## config.mk

```make
export PLATFORM = sky130hd
export DESIGN_NAME = lism_core
export DESIGN_NICKNAME = d
export VERILOG_FILES = /design/src/verilog/lism_pkg.sv /design/src/verilog/lism_core.sv
export SDC_FILE = /design/constraint.sdc
export NUM_CORES = 1
export LEC_CHECK = 0
export BUFFER_PORTS_ARGS = -buffer_cell sky130_fd_sc_hd__buf_4
export CAP_MARGIN = 20
export CORE_MARGIN = 5
export CORE_UTILIZATION = 40
export CTS_CLUSTER_SIZE = 10
export DETAILED_ROUTE_END_ITERATION = 6
export PLACE_DENSITY_LB_ADDON = 0.05
export SYNTH_ARGS = -nofsm -noshare
export SYNTH_HDL_FRONTEND = slang
export SYNTH_SLANG_ARGS = --single-unit
```

## constraint.sdc

```tcl
create_clock -name clock -period 3.5 [get_ports clock]
set_input_delay 0.175 -clock clock [delete_from_list [all_inputs] [get_ports clock]]
set_output_delay 0.175 -clock clock [all_outputs]
set_load 0.01 [all_outputs]
```

## src/verilog/lism_pkg.sv

```systemverilog
/*
 Constants for the interrupt status and mask register pair:
 offsets, reset values and bit positions.
 Assumes bit 0 of each register is its most significant bit.
*/
`default_nettype none

package lism_pkg;

    // Register bus
    localparam int ADDR_W = 8;
    localparam int DATA_W = 32;
    localparam int STRB_W = 4;
    localparam logic [7:0] STATUS_OFS = 8'h0c;
    localparam logic [7:0] MASK_OFS = 8'h10;

    // Reset values
    localparam logic [31:0] STATUS_RST = 32'h0000_0000;
    localparam logic [31:0] MASK_RST = 32'h8000_0000;
    localparam logic [31:0] PRDATA_RST = 32'h0000_0000;

    // Positions that hold an event flag
    localparam logic [31:0] EVENT_BITS = 32'h7cfe_0000;

    // Bit n sits at vector position 31 - n
    localparam int SUM_POS = 31;
    localparam int PHY_IRQ_POS = 30;
    localparam int BUS_RST_POS = 29;
    localparam int CMD_RST_POS = 28;
    localparam int SELF_ID_POS = 27;
    localparam int PHY_PKT_POS = 26;
    localparam int BUSY_ACK_POS = 23;
    localparam int PHY_REG_POS = 22;
    localparam int FIFO_ACC_POS = 21;
    localparam int HDR_CRC_POS = 20;
    localparam int TCODE_POS = 19;
    localparam int CYC_SEC_POS = 18;
    localparam int CYC_START_POS = 17;

endpackage

`default_nettype wire

```

## src/verilog/lism_core.sv

```systemverilog
/*
 Interrupt status and mask registers behind an APB slave.
 Event strobes come from logic on the same clock, one cycle high
 per event. Drives an active-low interrupt pin.
*/
// Implementation choice: the APB slave port.
`timescale 1ns/10ps
`default_nettype none

module lism_core (
    // Clock, reset, enable
    input wire logic clock,
    input wire logic rst_n,
    input wire logic clk_en,
    // APB slave
    input wire logic psel,
    input wire logic penable,
    input wire logic pwrite,
    input wire logic [7:0] paddr,
    input wire logic [31:0] pwdata,
    input wire logic [3:0] pstrb,
    output logic [31:0] prdata,
    output logic pready,
    output logic pslverr,
    // Event strobes
    input wire logic phy_irq_set,
    input wire logic bus_reset_set,
    input wire logic cmd_reset_set,
    input wire logic self_id_end_set,
    input wire logic phy_pkt_set,
    input wire logic busy_ack_set,
    input wire logic phy_reg_set,
    input wire logic fifo_access_set,
    input wire logic header_crc_set,
    input wire logic bad_tcode_set,
    input wire logic cycle_second_set,
    input wire logic cycle_start_set,
    // Interrupt
    output logic irq_summary,
    output logic irq_out_n
);

    logic [31:0] status_r;
    logic [31:0] status_nxt;
    logic [31:0] mask_r;
    logic [31:0] mask_nxt;
    logic [31:0] prdata_r;
    logic err_r;
    logic [31:0] set_v;
    logic [31:0] clr_v;
    logic [31:0] be_v;
    logic [31:0] rd_v;
    logic st_hit;
    logic mk_hit;
    logic miss;
    logic setup;
    logic wr_go;
    logic summary;
    logic cap_r;
    logic take;

    // Named views of the flags
    logic phy_irq_flag;
    logic cmd_reset_rx_flag;
    logic busy_ack_sent_flag;
    logic phy_reg_rx_flag;
    logic bad_fifo_access_flag;
    logic header_crc_flag;
    logic bad_tcode_flag;
    logic cycle_second_flag;

    assign phy_irq_flag = status_r[lism_pkg::PHY_IRQ_POS];
    assign cmd_reset_rx_flag = status_r[lism_pkg::CMD_RST_POS];
    assign busy_ack_sent_flag = status_r[lism_pkg::BUSY_ACK_POS];
    assign phy_reg_rx_flag = status_r[lism_pkg::PHY_REG_POS];
    assign bad_fifo_access_flag = status_r[lism_pkg::FIFO_ACC_POS];
    assign header_crc_flag = status_r[lism_pkg::HDR_CRC_POS];
    assign bad_tcode_flag = status_r[lism_pkg::TCODE_POS];
    assign cycle_second_flag = status_r[lism_pkg::CYC_SEC_POS];

    // Event strobes onto their positions
    always_comb begin
        set_v = 32'h0000_0000;
        set_v[lism_pkg::PHY_IRQ_POS] = phy_irq_set;
        set_v[lism_pkg::BUS_RST_POS] = bus_reset_set;
        set_v[lism_pkg::CMD_RST_POS] = cmd_reset_set;
        set_v[lism_pkg::SELF_ID_POS] = self_id_end_set;
        set_v[lism_pkg::PHY_PKT_POS] = phy_pkt_set;
        set_v[lism_pkg::BUSY_ACK_POS] = busy_ack_set;
        set_v[lism_pkg::PHY_REG_POS] = phy_reg_set;
        set_v[lism_pkg::FIFO_ACC_POS] = fifo_access_set;
        set_v[lism_pkg::HDR_CRC_POS] = header_crc_set;
        set_v[lism_pkg::TCODE_POS] = bad_tcode_set;
        set_v[lism_pkg::CYC_SEC_POS] = cycle_second_set;
        set_v[lism_pkg::CYC_START_POS] = cycle_start_set;
    end

    // Byte strobes widened to bits
    genvar gi;
    generate
        for (gi = 0; gi < lism_pkg::STRB_W; gi++) begin : g_be
            assign be_v[8*gi +: 8] = {8{pstrb[gi]}};
        end
    endgenerate

    // Address decode
    always_comb begin
        st_hit = 1'b0;
        mk_hit = 1'b0;
        miss = 1'b0;
        if (paddr == lism_pkg::STATUS_OFS) begin
            st_hit = 1'b1;
        end else if (paddr == lism_pkg::MASK_OFS) begin
            mk_hit = 1'b1;
        end else begin
            miss = 1'b1;
        end
    end

    // Bus phases
    assign setup = psel & ~penable;
    assign take = clk_en & psel & ~cap_r;
    assign pready = psel & penable & clk_en & cap_r;
    assign wr_go = pready & pwrite;
    assign pslverr = pready & err_r;
    assign prdata = prdata_r;

    // Write-one-to-clear, event flag positions only
    assign clr_v = (wr_go & st_hit) ?
        (pwdata & be_v & lism_pkg::EVENT_BITS) : 32'h0000_0000;

    // Set wins over a clear in the same cycle
    assign status_nxt = ((status_r & ~clr_v) | set_v)
        & lism_pkg::EVENT_BITS;

    // Masked bits take no part in the summary
    assign summary = |(status_r & mask_r
        & lism_pkg::EVENT_BITS);
    assign irq_summary = summary;
    assign irq_out_n = ~summary;

    // Status flags; no bus-reset clear path exists
    always_ff @(posedge clock) begin
        if (!rst_n) begin
            status_r <= lism_pkg::STATUS_RST;
        end else if (clk_en) begin
            status_r <= status_nxt;
        end
    end

    // Mask, byte-lane writes
    assign mask_nxt = (mask_r & ~be_v) | (pwdata & be_v);

    always_ff @(posedge clock) begin
        if (!rst_n) begin
            mask_r <= lism_pkg::MASK_RST;
        end else if (clk_en && wr_go && mk_hit) begin
            mask_r <= mask_nxt;
        end
    end

    // Read data with the summary in the top position
    always_comb begin
        rd_v = 32'h0000_0000;
        if (st_hit) begin
            rd_v = status_r;
            rd_v[lism_pkg::SUM_POS] = summary;
        end else if (mk_hit) begin
            rd_v = mask_r;
        end
    end

    // Capture flag: a setup cycle with enable low still gets its data
    always_ff @(posedge clock) begin
        if (!rst_n) begin
            cap_r <= 1'b0;
        end else if (pready) begin
            cap_r <= 1'b0;
        end else if (take) begin
            cap_r <= 1'b1;
        end
    end

    // Read data and error caught once per transfer
    always_ff @(posedge clock) begin
        if (!rst_n) begin
            prdata_r <= lism_pkg::PRDATA_RST;
        end else if (take) begin
            prdata_r <= pwrite ? 32'h0000_0000 : rd_v;
        end
    end

    always_ff @(posedge clock) begin
        if (!rst_n) begin
            err_r <= 1'b0;
        end else if (take) begin
            err_r <= miss;
        end
    end
endmodule // lism_core

`default_nettype wire

```

# [Word level (Yosys, flattened, before mapping)]
# Cells that the tools add are included.
[op_classes] eq_ne=2 n_mux=9 n_bitwise=19 reduce_logical=4
[op_table] cell="$mux W32" n=3
[op_table] cell="$and A32 B32 Y32" n=2
[op_table] cell="$and A31 B31 Y31" n=2
[op_table] cell="$not A32 Y32" n=1
[op_table] cell="$or A32 B32 Y32" n=1
[op_table] cell="$mux W31" n=1
[op_table] cell="$not A31 Y31" n=1
[op_table] cell="$or A31 B31 Y31" n=1
[op_table] cell="$reduce_or A12 Y1" n=1
[op_table] cell="$and A1 B1 Y1" n=8
[op_table] cell="$eq A8 B4 Y1 const B" n=1
[op_table] cell="$eq A8 B5 Y1 const B" n=1
[op_table] cell="$mux W1" n=5
[op_table] cell="$not A1 Y1" n=3
[op_table] cell="$logic_and A1 B1 Y1" n=2
[op_table] cell="$reduce_or A2 Y1" n=1
[totals] reg_bits=78 inputBits=62

# [Depth between registers and ports, before layout]
# Gate-level depths: netlist of run 1.
[depth] depth_word=9 depth_mapped=7

# [Worst setup path before layout of run 1]
# Ideal clock, no wire load.
[synth_path] path_type="input-to-reg" startpoint="input port paddr[0]" endpoint="register prdata_r[23] (netlist: prdata[23])" setup_ns=0.067 arrival_time_ns=1.635 required_ns=3.433 path_slack_ns=1.798 path_stages=6 path_buffers=2 path_cell_list="or4_1 buf_2 nor4_4 buf_6 a22oi_2 a21oi_2"
[synth_between] elab_chain_cells=6 word_cells_on_any_way=8 classes_between="2 x eq/ne; 6 x mux"
[synth_lines] item="start: declaration" line_no="lism_core.sv:19" text="input wire logic [7:0] paddr,"
[synth_lines] item="$eq A8 B5 Y1" line_no="lism_core.sv:113" text="end else if (paddr == lism_pkg::MASK_OFS) begin"
[synth_lines] item="$mux W1" line_no="lism_core.sv:113"
[synth_lines] item="$mux W1" line_no="lism_core.sv:111" text="if (paddr == lism_pkg::STATUS_OFS) begin"
[synth_lines] item="$mux W32" line_no="lism_core.sv:168" text="end else if (mk_hit) begin"
[synth_lines] item="$mux W32 *" line_no="lism_core.sv:165" text="if (st_hit) begin"
[synth_lines] item="$mux W32 *" line_no="lism_core.sv:189" text="prdata_r <= pwrite ? 32'h0000_0000 : rd_v;"
[synth_lines] item="end signal: assignment" line_no="lism_core.sv:187" text="prdata_r <= lism_pkg::PRDATA_RST;"
[synth_lines] item="end signal: assignment" line_no="lism_core.sv:189"
[synth_lines] item="end: declaration" line_no="lism_core.sv:47" text="logic [31:0] prdata_r;"
# Mark *: on every way between the ends. The rest lies on a longest branch, timed or not.
# A chain may end at the register's enable or synchronous reset.

==> results_dict.tcl, run 1 <==
set metrics [dict create \
    status "finished, final reports clean" \
    slowest_delay_ns 0.60 \
    place_area_um2 3980 \
    cpMaxStageDelayCell "and3_1" \
    power_density_nw_per_um2 422 \
    post-dp-hpwl_mm 6.23 \
    whs_endpoint "status_r[19]" \
    ys.warnings.count 0 \
    synthArstFlopShare_pct 0 \
    syn_avg_cell_area_um2 9.05 \
    die_w_um 99.9 \
    path_class "reg2reg" \
    antenna_found_initial 0 \
    area_growth_pct 29.9 \
    grt-ovfl-total 0 \
    holdCritStartpoint "pwdata[19]" \
    rsz0062_at_grt "no" \
    grt_start_max_net_pins 56 \
    grtUsageTotal_pct 17.8 \
    ios 98 \
    htree_levels 3 \
    port_buffers 97 \
    hold_ws_ns 0.0289 \
    wl_per_cell_um 16.2 \
    cts_buffers 9 \
    yosysTopAreaCellShare_pct 48.3 \
    drive_above_1_share_pct 27.3 \
    final_common_cell "buf_4" \
    path_clk_slew_ns 0.08 \
    dr.pass1.iters 4 \
    hold_buffers 0 \
    ctsResizeCount 0 \
    r2r-start "cap_r" \
    synth_top_area_cell "dfxtp_1" \
    hold_path_depth 2 \
    grt_pass1_wl_mm 14.2 \
    cts_sinks 78 \
    post-route-period-util_pct 62.4 \
    drv_slew 0 \
    clk_latency_ns 0.34 \
    slew_headroom_pct 35.4 \
    worst-path-buf-inv 0 \
    drv_cap 0 \
    syn-num-nets 419 \
    nets 501 \
    crit_path_end_kind "flop" \
    ff2ff_setup_slack_ns 1.32 \
    worstMarginPinSlew_ns 0.968 \
    critPathMaxFanout 13 \
    p_leak_nw 1.74 \
    post-cts-setup-buffer-count 0 \
    hold_path_class "in2reg" \
    cp.arrival_ns 2.45 \
    fmax_mhz 458 \
    min_period_ns 2.18 \
    clock_skew_ns 0.00866 \
    synthTopCellsByArea "dfxtp_1 48%, nand2_1 7.7%, mux2i_1 7.4%" \
    ys_seq_area_share_pct 48.3 \
    ant_nets 0 \
    cp.required_ns 3.77 \
    synth_enable_flop_cells 0 \
    routed_wl_mm 8.87 \
    routabilityCongestion 0.807 \
    synthDistinctLibCells 38 \
    fp-row-count 32 \
    critPathLaunch "cap_r" \
    syn-cell-area_um2 3230 \
    drt_iter0_markers 126 \
    dieHeight_um 99.9 \
    initial_core_util_pct 41.4 \
    vias 2978 \
    tns_ns 0 \
    antenna_cells 0 \
    cts_buffer_depth 2 \
    synth_ff_type "dfxtp_1" \
    finalSetupViolCount 0 \
    cts_tree "built" \
    first_global_vias 2760 \
    path_cells "and4_1, and2_1, and3_1, mux2i_1" \
    vdd_drop_max_uv 223 \
    r2r_cells 4 \
    start_kind "flop" \
    stdcell_area_um2 4200 \
    core_um2 7810 \
    detail_route.vias_per_cell 5.45 \
    ys_ff_latch 78 \
    hold_violations 0 \
    drc_errors 0 \
    root_buffer "clkbuf_8" \
    final_cell_mix "98 x buf_4, 78 x dfxtp_1, 66 x nand2_1, 31 x a22oi_1, 28 x a21oi_1" \
    die_area_um2 9980 \
    synth_cells 357 \
    critical-path-top-delay-family "simple AND/OR/NAND/NOR gates" \
]
==> kinds of logic (layout without fill, tap and decap cells) <==
logic type	count (synthesis)	count (layout)	synth area share, %
compound gates	95	95	20.2
buf+inv	31	118	4.45
flops	78	78	48.3
mux	24	24	7.43
simple gates	129	129	19.6
==> cell type report <==
| class | count | area (um^2) |
|---|---|---|
| Fill cell | 732 | 3610 |
| Timing Repair Buffer | 99 | 756 |
| Sequential cell | 78 | 1560 |
| Multi-Input combinational cell | 248 | 1530 |
| Clock buffer | 13 | 149 |
| Clock inverter | 3 | 67.6 |
| Inverter | 3 | 11.3 |
| Tap cell | 102 | 128 |
==> stage by stage <==
stage          instances  util, %  power (mW)  worst slack [ns]
4_1_cts              546     53.8        1.80              1.33
2_1_floorplan        357        -       0.986              1.80
3_5_place_dp         530     51.0        1.06              1.17
5_1_grt              546     53.8        1.85              1.20
6_report             546     53.8        1.77              1.32
3_3_place_gp         530     51.0        1.06              1.17
==> routing by layer <==
metal | up-vias | wire length (um) | global-route usage (%)
li1 | 1464 | - | -
met1 | 1397 | 4180 | 25.1
met2 | 111 | 3900 | 26.5
met3 | 6 | 733 | 5.91
met4 | 0 | 61 | 3.89
met5 | - | 0 | 0
==> worst max path at each step <==
stage	end	slack [ns]	depth (start not counted)
6_report	flop	1.32	4
2_1_floorplan	prdata[23]	1.80	6
3_5_place_dp	flop	1.17	6
5_1_grt	flop	1.20	4
3_3_place_gp	flop	1.17	6
4_1_cts	flop	1.33	4
==> Yosys cell counts (2+ instances only) <==
cell type,instances
nand2_1,66
dfxtp_1,78
o21ai_0,9
or4_1,2
nor2_1,27
and3_1,4
a221oi_1,3
buf_6,2
and2_1,2
nand3_4,2
clkbuf_1,17
a22o_1,8
a22oi_1,31
mux2i_1,24
buf_2,7
a21oi_1,28
nand4_1,10
nor3_1,5
inv_1,2
a311oi_1,12
==> power breakdown <==
part / leakage [nW] / internal, mW / switching [mW]
clock: 0.104 / 0.423 / 0.310
sequential: 0.631 / 0.898 / 0.0101
combinational: 1.00 / 0.0623 / 0.0711
==> worst reg2reg max path, cell delays in order, from the launching register on <==
cell and delay, ns:
dfxtp_1 0.38, and4_1 0.31, and2_1 0.59, and3_1 0.60
mux2i_1 0.24
(Power assumes the default switching activity.)
==> run 2, diff against run 1 <==
==> constraint.sdc (replaced) <==
create_clock -name clock -period 1.8 [get_ports clock]
set_input_delay 0.09 -clock clock [delete_from_list [all_inputs] [get_ports clock]]
set_output_delay 0.09 -clock clock [all_outputs]
set_load 0.01 [all_outputs]
==> run 2 against run 1 <==
  * Sequential share of layout area decreased by 3.8 points
  * Flip-flop and latch count stayed put
  * Wire length rose by 5.6%
  * Core utilization increased by 6.1 points
  * Combinational power is 150% higher
  * Largest cell class unchanged
==> results_dict.tcl, run 2 (synthesis gave the netlist of run 1 again) <==
set metrics [dict create \
    p_leak_nw 1.96 \
    pre_cts_slack_ns -0.0740 \
    vdd_drop_max_uv 480 \
    path_class "reg2out" \
    die_w_um 99.9 \
    stdcell_area_um2 4670 \
    port_buffers 97 \
    post-route-period-util_pct 95.0 \
    clock_skew_ns 0.00769 \
    drv_slew 0 \
    drive_above_1_share_pct 28.7 \
    area_growth_pct 44.6 \
    path_clk_slew_ns 0.08 \
    power_density_nw_per_um2 820 \
    cts_tree "built" \
    path_cells "a22o_1, a221oi_1, and3_2, inv_1, buf_4" \
    holdCritStartpoint "pwdata[0]" \
    cts_buffer_depth 2 \
    dieHeight_um 99.9 \
    core_um2 7810 \
    final_common_cell "buf_4" \
    grt_start_max_net_pins 49 \
    fmax_mhz 585 \
    grt-ovfl-total 0 \
    drc_errors 0 \
    cp.required_ns 1.71 \
    r2r-start "cap_r" \
    antenna_cells 0 \
    ff2ff_setup_slack_ns 0.19 \
    worst_slack_ns 0.0892 \
    root_buffer "clkbuf_8" \
    initial_core_util_pct 41.4 \
    grtUsageTotal_pct 18.9 \
    finalSetupViolCount 0 \
    drv_cap 0 \
    dr.pass1.iters 4 \
    crit_path_end_kind "output pin" \
    finalPower_mw 3.83 \
    ant_nets 0 \
    die_area_um2 9980 \
    hold_violations 0 \
    hold_ws_ns 0.0140 \
    fp-row-count 32 \
    cts_sinks 78 \
    drt_iter0_markers 170 \
    post-dp-hpwl_mm 6.67 \
    cts_buffers 9 \
    vias 3130 \
    routabilityCongestion 0.803 \
    nets 545 \
    cp.arrival_ns 1.62 \
    hold_path_depth 3 \
    post-cts-setup-buffer-count 0 \
    place_area_um2 4100 \
    detail_route.vias_per_cell 5.31 \
    postLayoutCoreUtil_pct 59.8 \
    worstMarginPinSlew_ns 0.726 \
    cpMaxStageDelayCell "dfxtp_1" \
    slowest_delay_ns 0.33 \
    rsz0062_at_grt "no" \
    ios 98 \
    first_global_vias 2972 \
    status "finished, final reports clean" \
    hold_path_class "in2reg" \
    fillers 722 \
    antenna_found_initial 0 \
    slew_headroom_pct 51.6 \
    r2r_cells 5 \
    start_kind "flop" \
    routed_wl_mm 9.37 \
    wl_per_cell_um 15.9 \
    grt_pass1_wl_mm 14.9 \
    min_period_ns 1.71 \
    critPathMaxFanout 3 \
    htree_levels 3 \
    final_cell_mix "111 x buf_4, 78 x dfxtp_1, 66 x nand2_1, 31 x a22oi_1, 30 x dlygate4sd3_1" \
    clk_latency_ns 0.35 \
]
[run 2: what timing repair did]
action	CTS	global route
hold endpoints to repair	31	0
hold buffers	30	0
resized for setup	0	2
setup endpoints to repair	0	2
[run 2: layout make-up]
class / count / area (um^2) / share of cell area [%]
well taps: 102 / 128 / 2.73
clock buffers: 9 / 124 / 2.65
repair buffers: 143 / 1170 / 25.1
clock inverters: 7 / 145 / 3.11
inverters: 3 / 11.3 / 0.241
flip-flops and latches: 78 / 1560 / 33.4
multi-input cells: 248 / 1530 / 32.7
[run 2: worst max-delay path by stage]
stage,start,end,slack (ns),depth (start not counted)
finish,flop,irq_summary,0.09,5
global placement,paddr[0],prdata[17],-0.02,7
floorplan,paddr[0],prdata[23],0.18,6
detailed placement,paddr[0],flop,-0.07,6
CTS,flop,irq_summary,0.03,5
global route,flop,irq_summary,0.02,5
[run 2: through the flow]
stage               instances  TNS [ns]
global route              590         0
finish                    590         0
floorplan                 357         0
detailed placement        544     -1.36
global placement          544    -0.123
CTS                       590         0
[run 2: power breakdown]
group | internal (mW) | total, mW | leakage [nW] | switching (mW)
logic | 0.173 | 0.326 | 1.20 | 0.153
clock network | 1.07 | 1.74 | 0.130 | 0.669
registers | 1.75 | 1.77 | 0.631 | 0.0203
total | 2.99 | 3.83 | 1.96 | 0.842
[run 2: metal layers]
metal	global-route usage [%]	wire length [um]
met1	25.9	4460
met2	29.9	4260
met3	5.00	580
met4	4.10	76
met5	0	0
[run 2: critical path: cells and delay by family (launching register included)]
kind / cells / cell delay, ns
compound gates: 2 / 0.47
buf+inv: 2 / 0.20
flops: 1 / 0.33
simple gates: 1 / 0.28
==> run 3, diff against run 2 <==
--- a/config.mk
+++ b/config.mk
@@ -7,10 +7,13 @@
 export LEC_CHECK = 0
 export BUFFER_PORTS_ARGS = -buffer_cell sky130_fd_sc_hd__buf_4
 export CAP_MARGIN = 20
+export CELL_PAD_IN_SITES_DETAIL_PLACEMENT = 1
+export CELL_PAD_IN_SITES_GLOBAL_PLACEMENT = 2
 export CORE_MARGIN = 5
-export CORE_UTILIZATION = 40
+export CORE_UTILIZATION = 27
 export CTS_CLUSTER_SIZE = 10
 export DETAILED_ROUTE_END_ITERATION = 6
+export GPL_ROUTABILITY_DRIVEN = 1
 export PLACE_DENSITY_LB_ADDON = 0.05
 export SYNTH_ARGS = -nofsm -noshare
 export SYNTH_HDL_FRONTEND = slang
==> run 3 against run 2 <==
  * Worst setup slack improved by 0.024 ns
  * Core utilization fell by 20 points
  * Non-clock buffer count shrank 16
  * Clock power increased by 22%
  * Combinational power decreased by 3%
  * First-iteration DRC count shrank 43%
  * Via count shrank 0.80%
  * Die area increased by 43%
  * Final area increased by 0.13%
  * Sequential power about the same
  * Largest power group is now the clock network
  * Highest routed layer unchanged
==> results_dict.tcl, run 3 (synthesis gave the netlist of run 1 again) <==
set metrics [dict create \
    cts_buffers 9 \
    r2r_cells 5 \
    cp.arrival_ns 1.60 \
    rsz0062_at_grt "no" \
    routabilityCongestion 0.724 \
    fin_cells 619 \
    detail_route.vias_per_cell 5.02 \
    start_kind "flop" \
    p_leak_nw 1.94 \
    clk_latency_ns 0.33 \
    nets 529 \
    post-route-period-util_pct 93.7 \
    hold_path_class "in2reg" \
    cp.required_ns 1.71 \
    hold_ws_ns 0.0118 \
    antenna_found_initial 0 \
    hold_path_depth 3 \
    cpMaxStageDelayCell "dfxtp_1" \
    grt-ovfl-total 0 \
    core_um2 11900 \
    stdcell_area_um2 4680 \
    multi_input_area_um2 1530 \
    cts_tree "built" \
    initial_core_util_pct 27.2 \
    slowest_delay_ns 0.32 \
    drive_above_1_share_pct 29.2 \
    vdd_drop_max_uv 415 \
    grtUsageTotal_pct 15.5 \
    ant_nets 0 \
    hold_violations 0 \
    area_growth_pct 44.8 \
    status "finished, final reports clean" \
    critPathMaxFanout 3 \
    first_global_vias 3242 \
    post-dp-hpwl_mm 7.82 \
    ios 98 \
    final_cell_mix "109 x buf_4, 78 x dfxtp_1, 66 x nand2_1, 31 x a22oi_1, 28 x a21oi_1" \
    fillers 1395 \
    critical-path-top-delay-family "compound AO/OA/AOI/OAI gates" \
    drt_iter0_markers 97 \
    grt_pass1_wl_mm 17.4 \
    fmax_mhz 593 \
    clock_skew_ns 0.00438 \
    fp-row-count 40 \
    slew_headroom_pct 71.6 \
    routed_wl_mm 10.9 \
    placed_cells 589 \
    port_buffers 97 \
    wl_per_cell_um 17.6 \
    path_cells "a22o_1, a221oi_1, and3_2, inv_1, buf_4" \
    path_class "reg2out" \
    grt_start_max_net_pins 42 \
    path_clk_slew_ns 0.06 \
    root_buffer "clkbuf_16" \
    finalSetupViolCount 0 \
    min_period_ns 1.69 \
    power_density_nw_per_um2 899 \
    dieHeight_um 119 \
    drv_cap 0 \
    worst-path-buf-inv 2 \
    htree_levels 3 \
    final_common_cell "buf_4" \
    antenna_cells 0 \
    worstMarginPinSlew_ns 0.427 \
    cts_buffer_depth 2 \
    dr.pass1.iters 4 \
    drv_slew 0 \
    vias 3105 \
    crit_path_end_kind "output pin" \
    r2r-start "cap_r" \
    die_w_um 119 \
    ff2ff_setup_slack_ns 0.17 \
    finalPower_mw 4.21 \
    drc_errors 0 \
    place_area_um2 4190 \
    holdCritStartpoint "pwdata[11]" \
    cts_sinks 78 \
    register_area_um2 1560 \
    die_area_um2 14300 \
]
[run 3: what timing repair did]
action | CTS | global route
setup buffers | 0 | 0
hold buffers | 14 | 0
endpoints found under the setup margin | 0 | 1
endpoints found under the hold margin | 14 | 0
gates resized for setup | 0 | 1
[run 3: final cells by class]
| type | instances | share of cell area, % |
|---|---|---|
| clock inverter | 3 | 1.93 |
| clock buffer | 13 | 5.56 |
| multi-input combinational | 248 | 32.8 |
| inverter | 3 | 0.241 |
| tap | 147 | 3.93 |
| sequential | 78 | 33.4 |
| timing repair buffer | 127 | 22.2 |
[run 3: worst max path at each step]
stage	from	to	cells past startpoint	slack (ns)
6_report	flop	irq_summary	5	0.11
5_1_grt	status_r[28]	irq_summary	5	0.009
4_1_cts	flop	irq_summary	5	0.02
3_5_place_dp	paddr[0]	flop	6	-0.1
3_3_place_gp	paddr[0]	flop	6	-0.04
2_1_floorplan	paddr[0]	prdata[23]	6	0.18
[run 3: per-stage QoR]
stage | TNS [ns] | setup slack, ns | utilization (%)
finish | 0 | 0.113 | 39.4
global route | 0 | 0.00867 | 39.4
CTS | 0 | 0.0248 | 39.4
detailed placement | -1.65 | -0.0987 | 35.3
global placement | -0.779 | -0.0427 | 35.3
floorplan | 0 | 0.183 | -
[run 3: report_power, final]
part	internal, mW	switching (mW)	total [mW]
registers	1.75	0.0200	1.77
clock network	1.43	0.691	2.12
logic	0.157	0.160	0.316
total	3.34	0.871	4.21
[run 3: worst min-delay path, stage by stage]
cell and delay [ns]:
buf_4 0.11, nand2_1 0.04, mux2i_1 0.05
[run 3: metal layers]
metal	track usage [%]	part of all wire, %	up-vias
met5	0	0	-
met2	25.1	47	83
met3	4.51	5.4	12
met4	3.87	1.0	0
met1	20.3	47	1487
li1	-	-	1523
